## src/hw/tpg_pkg.sv

```systemverilog
// Constants and types for the timer pulse generator
package tpg_pkg;
  localparam int unsigned TPG_AW = 3;
  localparam logic [TPG_AW-1:0] TPG_CTRL_IDX   = 3'h0;
  localparam logic [TPG_AW-1:0] TPG_PERIOD_IDX = 3'h1;
  localparam logic [TPG_AW-1:0] TPG_WIDTH_IDX  = 3'h2;
  localparam logic [TPG_AW-1:0] TPG_COUNT_IDX  = 3'h3;
  localparam logic [TPG_AW-1:0] TPG_STAT_IDX   = 3'h4;
  localparam logic [TPG_AW-1:0] TPG_MASK_IDX   = 3'h5;
  // Control field positions
  localparam int unsigned TPG_SS_LSB   = 0;
  localparam int unsigned TPG_OS_BIT   = 2;
  localparam int unsigned TPG_IL_BIT   = 3;
  localparam int unsigned TPG_MODE_LSB = 4;
  localparam int unsigned TPG_PRE_LSB  = 8;
  // Status and mask bit positions
  localparam int unsigned TPG_EV_WIDTH  = 0;
  localparam int unsigned TPG_EV_PERIOD = 1;
  localparam int unsigned TPG_EV_STOP   = 2;
  // Reset values
  localparam logic [15:0] TPG_CTRL_RST = 16'h0000;
  localparam logic [15:0] TPG_CMP_RST  = 16'hffff;
  localparam logic [2:0]  TPG_MASK_RST = 3'h0;
  // Start select codes
  typedef enum logic [1:0] {
    TPG_SS_STOP = 2'h0,
    TPG_SS_CMD  = 2'h1,
    TPG_SS_RISE = 2'h2,
    TPG_SS_FALL = 2'h3
  } tpg_ss_type;
  // Mode field codes
  typedef enum logic [1:0] {
    TPG_MODE_TIMER = 2'h0,
    TPG_MODE_PULSE = 2'h1
  } tpg_mode_type;
  typedef enum logic [2:0] {
    TPG_ST_IDLE = 3'b001,
    TPG_ST_ARM  = 3'b010,
    TPG_ST_RUN  = 3'b100
  } tpg_state_type;
endpackage : tpg_pkg

```

## src/hw/tpg_sync.sv

```systemverilog
// Two-flop synchroniser with rise and fall detection
`timescale 1ns/1ps
`default_nettype none
module tpg_sync (
  // Clock and reset
  input  wire logic clk_i,
  input  wire logic rst_i,
  // Pin and edges
  input  wire logic pin_i,
  output logic      rise_o,
  output logic      fall_o
);
  logic meta_r;
  logic sync_r;
  logic last_r;
  always_ff @(posedge clk_i) begin
    if (rst_i) begin
      meta_r <= 1'b0;
      sync_r <= 1'b0;
      last_r <= 1'b0;
    end else begin
      meta_r <= pin_i;
      sync_r <= meta_r;
      last_r <= sync_r;
    end
  end
  assign rise_o = sync_r & ~last_r;
  assign fall_o = ~sync_r & last_r;
endmodule : tpg_sync
`default_nettype wire

```

## src/hw/tpg_top.sv

```systemverilog
// Pulse generator timer with Wishbone register slave
//
// The implementer's own choices: the register addresses and the Wishbone register port.
`timescale 1ns/1ps
`default_nettype none
module tpg_top
  import tpg_pkg::*;
(
  // Clock and reset
  input  wire logic                 clk_i,
  input  wire logic                 rst_i,
  // Wishbone slave
  input  wire logic                 cyc_i,
  input  wire logic                 stb_i,
  input  wire logic                 we_i,
  input  wire logic [tpg_pkg::TPG_AW+1:0] adr_i,
  input  wire logic [3:0]           sel_i,
  input  wire logic [31:0]          dat_i,
  output logic      [31:0]          dat_o,
  output logic                      ack_o,
  // Pins
  input  wire logic                 trigger_input_i,
  output logic                      pulse_output_o,
  // Interrupt
  output logic                      timer_irq_o
);
  import tpg_pkg::*;

  logic [15:0]   ctrl_r;
  logic [15:0]   period_compare_r;
  logic [15:0]   width_compare_r;
  logic [15:0]   count_r;
  logic [7:0]    pre_r;
  logic          output_flop_r;
  logic [2:0]    status_r;
  logic [2:0]    mask_r;
  logic          ack_r;
  logic [31:0]   dat_r;
  tpg_state_type state_r;
  tpg_state_type state_nxt;

  logic         trig_rise;
  logic         trig_fall;
  logic         req;
  logic         wr;
  logic         rd;
  logic [TPG_AW-1:0] idx;
  logic [1:0]   start_select;
  logic         oneshot_select;
  logic         initial_level_bit;
  logic [1:0]   mode_field;
  logic [7:0]   pre_div;
  logic         tick;
  logic         running;
  logic         width_hit;
  logic         period_hit;
  logic         stop_auto;
  logic         ctrl_wr;
  logic [15:0]  ctrl_wdat;
  logic         trig_edge;

  tpg_sync u_sync (
    .clk_i  (clk_i),
    .rst_i  (rst_i),
    .pin_i  (trigger_input_i),
    .rise_o (trig_rise),
    .fall_o (trig_fall)
  );

  assign idx               = adr_i[TPG_AW+1:2];
  // Writes land on the edge that samples ack high, reads load data a cycle before
  assign req               = cyc_i & stb_i & ~ack_r;
  assign wr                = cyc_i & stb_i & we_i & ack_r;
  assign rd                = req & ~we_i;
  assign start_select      = ctrl_r[TPG_SS_LSB +: 2];
  assign oneshot_select    = ctrl_r[TPG_OS_BIT];
  assign initial_level_bit = ctrl_r[TPG_IL_BIT];
  assign mode_field        = ctrl_r[TPG_MODE_LSB +: 2];
  assign pre_div           = ctrl_r[TPG_PRE_LSB +: 8];
  assign ctrl_wr           = wr && idx == TPG_CTRL_IDX;
  assign ctrl_wdat         = {sel_i[1] ? dat_i[15:8] : ctrl_r[15:8], sel_i[0] ? dat_i[7:0] : ctrl_r[7:0]};

  // Internal source clock: divided system clock, never the pin
  assign tick       = (pre_r == pre_div);
  assign running    = (state_r == TPG_ST_RUN) && (mode_field == TPG_MODE_PULSE);
  assign width_hit  = running && tick && (count_r == width_compare_r);
  assign period_hit = running && tick && (count_r == period_compare_r);
  assign stop_auto  = period_hit && oneshot_select;
  assign trig_edge  = (start_select == TPG_SS_RISE) ? trig_rise : trig_fall;

  // Start control
  always_comb begin
    state_nxt = state_r;
    case (state_r)
      TPG_ST_IDLE: begin
        if (start_select == TPG_SS_CMD) begin
          state_nxt = TPG_ST_RUN;
        end else if (start_select != TPG_SS_STOP) begin
          state_nxt = TPG_ST_ARM;
        end
      end
      TPG_ST_ARM: begin
        if (start_select == TPG_SS_STOP || start_select == TPG_SS_CMD) begin
          state_nxt = TPG_ST_IDLE;
        end else if (trig_edge) begin
          state_nxt = TPG_ST_RUN;
        end
      end
      TPG_ST_RUN: begin
        if (start_select == TPG_SS_STOP || stop_auto) begin
          state_nxt = TPG_ST_IDLE;
        end
      end
      default: state_nxt = TPG_ST_IDLE;
    endcase
  end

  always_ff @(posedge clk_i) begin
    if (rst_i) begin
      state_r <= TPG_ST_IDLE;
    end else begin
      state_r <= state_nxt;
    end
  end

  // Prescaler and up-counter
  always_ff @(posedge clk_i) begin
    if (rst_i || state_r != TPG_ST_RUN || tick) begin
      pre_r <= 8'h00;
    end else begin
      pre_r <= pre_r + 8'h01;
    end
  end

  always_ff @(posedge clk_i) begin
    if (rst_i || state_r != TPG_ST_RUN) begin
      count_r <= 16'h0000;
    end else if (period_hit) begin
      count_r <= 16'h0000;
    end else if (tick) begin
      count_r <= count_r + 16'h0001;
    end
  end

  // Output flop; reloads only on entry to pulse mode from timer mode
  always_ff @(posedge clk_i) begin
    if (rst_i) begin
      output_flop_r <= 1'b0;
    end else if (ctrl_wr && mode_field == TPG_MODE_TIMER
                 && ctrl_wdat[TPG_MODE_LSB +: 2] == TPG_MODE_PULSE) begin
      output_flop_r <= ctrl_wdat[TPG_IL_BIT];
    end else if (width_hit || period_hit) begin
      output_flop_r <= ~output_flop_r;
    end
  end
  // Stopped timer simply leaves the flop alone
  assign pulse_output_o = ~output_flop_r;

  // Control register; hardware stop wins over a software write
  always_ff @(posedge clk_i) begin
    if (rst_i) begin
      ctrl_r <= TPG_CTRL_RST;
    end else begin
      if (ctrl_wr) begin
        ctrl_r <= ctrl_wdat;
      end
      if (stop_auto) begin
        ctrl_r[TPG_SS_LSB +: 2] <= TPG_SS_STOP;
      end
    end
  end

  always_ff @(posedge clk_i) begin
    if (rst_i) begin
      period_compare_r <= TPG_CMP_RST;
      width_compare_r  <= TPG_CMP_RST;
      mask_r           <= TPG_MASK_RST;
    end else if (wr) begin
      case (idx)
        TPG_PERIOD_IDX: begin
          if (sel_i[0]) period_compare_r[7:0]  <= dat_i[7:0];
          if (sel_i[1]) period_compare_r[15:8] <= dat_i[15:8];
        end
        TPG_WIDTH_IDX: begin
          if (sel_i[0]) width_compare_r[7:0]  <= dat_i[7:0];
          if (sel_i[1]) width_compare_r[15:8] <= dat_i[15:8];
        end
        TPG_MASK_IDX: begin
          if (sel_i[0]) mask_r <= dat_i[2:0];
        end
        default: begin
        end
      endcase
    end
  end

  // Sticky status, write one to clear; a new event beats the clear
  always_ff @(posedge clk_i) begin
    if (rst_i) begin
      status_r <= 3'h0;
    end else begin
      status_r <= (status_r & ~((wr && idx == TPG_STAT_IDX && sel_i[0]) ? dat_i[2:0] : 3'h0))
                | {stop_auto, period_hit, width_hit};
    end
  end

  assign timer_irq_o = |(status_r & mask_r);

  // Bus answer: one wait state, unmapped reads give zero
  always_ff @(posedge clk_i) begin
    if (rst_i) begin
      ack_r <= 1'b0;
      dat_r <= 32'h0000_0000;
    end else begin
      ack_r <= req;
      if (rd) begin
        case (idx)
          TPG_CTRL_IDX:   dat_r <= {16'h0000, ctrl_r};
          TPG_PERIOD_IDX: dat_r <= {16'h0000, period_compare_r};
          TPG_WIDTH_IDX:  dat_r <= {16'h0000, width_compare_r};
          TPG_COUNT_IDX:  dat_r <= {16'h0000, count_r};
          TPG_STAT_IDX:   dat_r <= {28'h0000000, output_flop_r, status_r};
          TPG_MASK_IDX:   dat_r <= {29'h0, mask_r};
          default:        dat_r <= 32'h0000_0000;
        endcase
      end
    end
  end
  assign ack_o = ack_r;
  assign dat_o = dat_r;
endmodule : tpg_top
`default_nettype wire

```

## config.mk

```make
export PLATFORM = sky130hd
export DESIGN_NAME = tpg_top
export DESIGN_NICKNAME = d
export VERILOG_FILES = /design/src/hw/tpg_pkg.sv /design/src/hw/tpg_sync.sv /design/src/hw/tpg_top.sv
export SDC_FILE = /design/constraint.sdc
export NUM_CORES = 1
export LEC_CHECK = 0
export BUFFER_PORTS_ARGS = -buffer_cell sky130_fd_sc_hd__buf_4
export CORE_ASPECT_RATIO = 1.25
export CORE_MARGIN = 3
export CORE_UTILIZATION = 39
export DETAILED_ROUTE_END_ITERATION = 7
export GPL_ROUTABILITY_DRIVEN = 0
export PLACE_DENSITY_LB_ADDON = 0.12
export SYNTH_ARGS = -nofsm -noshare
export SYNTH_HDL_FRONTEND = slang
export SYNTH_SLANG_ARGS = --single-unit
```

## constraint.sdc

```tcl
create_clock -name clk_i -period 1.9 [get_ports clk_i]
set_input_delay 0.285 -clock clk_i [delete_from_list [all_inputs] [get_ports clk_i]]
set_output_delay 0.285 -clock clk_i [all_outputs]
set_load 0.01 [all_outputs]
```

==> results.tsv <==
metric	value	unit
Initial DRC Count	257	
# DRC	0	
Yosys cell types	49	
Worst-Skew Late Latency	350	ps
Setup crit start kind	flop	
antenna-violating nets left	0	
die area	0.0145	mm^2
wire per inst	17.0	um
Clock Tree Buf Depth	2	
CP endpoint kind	flop	
number of global-route vias before repair	4146	
Via density	5.30	
first-pass GRT wire length	22000	um
status	finished clean	
CTS tree	done	
die width	108	um
IO buf count	45	
unrepaired setup endpoints after global routing	true	
final hold vios	0	
Yosys top cell by area	dfxtp_1	
clock root buffer	clkbuf_16	
count leader, synth	dfxtp_1	
Yosys warning count	0	
Synth Area per Inst	9.05	um^2
Post-DP HPWL	10100	um
crit path kind	flop to flop	
clk sinks	102	
worst setup margin	34.9	ps
synthesized netlist cell count	564	
asr flop ratio synth	0	
fin nets	675	
fin crit share	0.982	
io pins	82	
Primary FF master, synth	dfxtp_1	
Tot GR Track Use	0.194	
post-route cell area	0.00620	mm^2
H-tree lvl count	3	
antenna violations before repair	0	
WL final	13600	um
Post-synth top cells	dfxtp_1, nor2_1, xnor2_1, nand2_1, nand3_1	
fraction of layout cells with a size suffix above 1	0.233	
Tmin final	1870	ps
Worst EP arrival	2150	ps
Pleak	2.50	nW
hold crit path type	input pin to flop	
Num CTS Buffers	9	
Area after DPL	0.00579	mm^2
largest net degree at the start of global routing	79	
Final Max Tran Viols	0	
core footprint	0.0127	mm^2
n_diodes	0	
MaxCap Viol Count	0	
pwr/cell area	732	mW/mm^2
area grow syn2layout	21.5	%
gr ovfl total	0	
Post-synth EDFFs	0	
ranking of synthesized cells by area	dfxtp_1, xnor2_1, mux4_2	
CP Max Fanout	5	
row cnt	46	
worst vdd ir	0.382	mV
Syn Std Cell Area	0.00510	mm^2
Critical Path RT	2190	ps
Die Ht	134	um
Final Setup Violations	0	
Yosys top cell area share	0.400	
Post-Place Worst Slack	-63.2	ps
Yosys reg bits	102	
Worst Skew	6.38	ps
sequential fraction of the synthesis area	0.400	
First-pass DRT Iterations	4	
Starting Density	0.401	
Clk pin slew, worst setup/hold paths	70	ps
vias after detailed routing	4237	
Max Freq	536	MHz
CTS Hold Bufs	0	
## through the flow
step            util  cells  hold slack (ps)  power [mW]  setup TNS, ps
2_1_floorplan      -    579              413        2.42              0
3_3_place_gp   0.455    782              438        2.53           -123
3_5_place_dp   0.455    782              436        2.54           -146
4_1_cts        0.483    799              155        4.58          -14.0
5_1_grt        0.487    799              173        4.69           -448
6_report       0.487    799              158        4.54              0
## where the power goes
part	switching (mW)	internal, mW
Combinational	0.180	0.144
Clock	0.822	1.23
Sequential	0.0108	2.15
Total	1.01	3.53
## registers in the layout, summed over array words and instances, names as in the netlist
signal / flops
pre_r: 8
count_r: 16
dat_o: 16
state_r: 3
u_sync.meta_r: 1
status_r: 3
period_compare_r: 16
ctrl_r: 16
u_sync.sync_r: 1
ack_o: 1
mask_r: 3
u_sync.last_r: 1
output_flop_r: 1
width_compare_r: 16
## worst paths after layout
kind                                 startpoint       endpoint  slack, ps  cells after the start
worst max register to register        ctrl_r[9]    status_r[2]         30                      7
worst max-delay path                  ctrl_r[9]    status_r[2]         30                      7
worst min register to register    u_sync.meta_r  u_sync.sync_r        450                      1
worst min-delay path            trigger_input_i  u_sync.meta_r        160                      2
## logic make-up (layout without fill, tap and decap cells)
kind of cell             count (synthesis)  after routing  share of synthesized area
buffers and inverters                   65            117                     0.0657
other                                    1             16                   0.000735
AND/OR/NAND/NOR                        233            233                      0.232
multiplexers                            26             26                     0.0883
adder cells (fa/ha/maj)                  2              2                    0.00490
XOR/XNOR                                61             61                      0.105
AO/OA/AOI/OAI                           74             74                      0.103
flip-flops                             102            102                      0.400
## worst max-delay path, cell delays in order (launching register included)
cell     delay [ps]
dfxtp_2         330
xor2_1          160
nor4_2          340
buf_4           190
and2_4          160
nand4_1         220
or2_1           290
a21oi_2         110
## layout make-up
cell class              instances  area, um^2
clock buffers                  11         253
clock inverters                 5        81.3
fillers                      1250        6520
inverters                      11        41.3
multi-input cells             412        2850
flip-flops and latches        102        2050
well taps                     168         210
repair buffers                 90         721
## routing by layer
metal / global-route usage / vias up / part of all wire
met5: 0 / - / 0
met4: 0.0758 / 0 / 0.022
met3: 0.0202 / 17 / 0.043
met2: 0.314 / 93 / 0.47
met1: 0.267 / 2057 / 0.46
li1: - / 2070 / -
## what timing repair did
item,CTS,global route
pin swaps,4,9
setup buffers,1,0
resized for setup,5,14
setup endpoints to repair,7,25
cloned,0,0
## cells in the final DEF, fill, tap and decap left out, types with 13 or more instances in the layout
cell / n
nand2_1: 36
nand3_1: 32
dfxtp_1: 98
a22oi_1: 13
mux4_2: 15
xnor2_1: 40
nand4_1: 13
a21oi_1: 21
nor2_1: 80
and3_1: 17
buf_4: 85
conb_1: 16
xor2_1: 20
a211o_1: 22
Power figures use the tool's default switching activity.
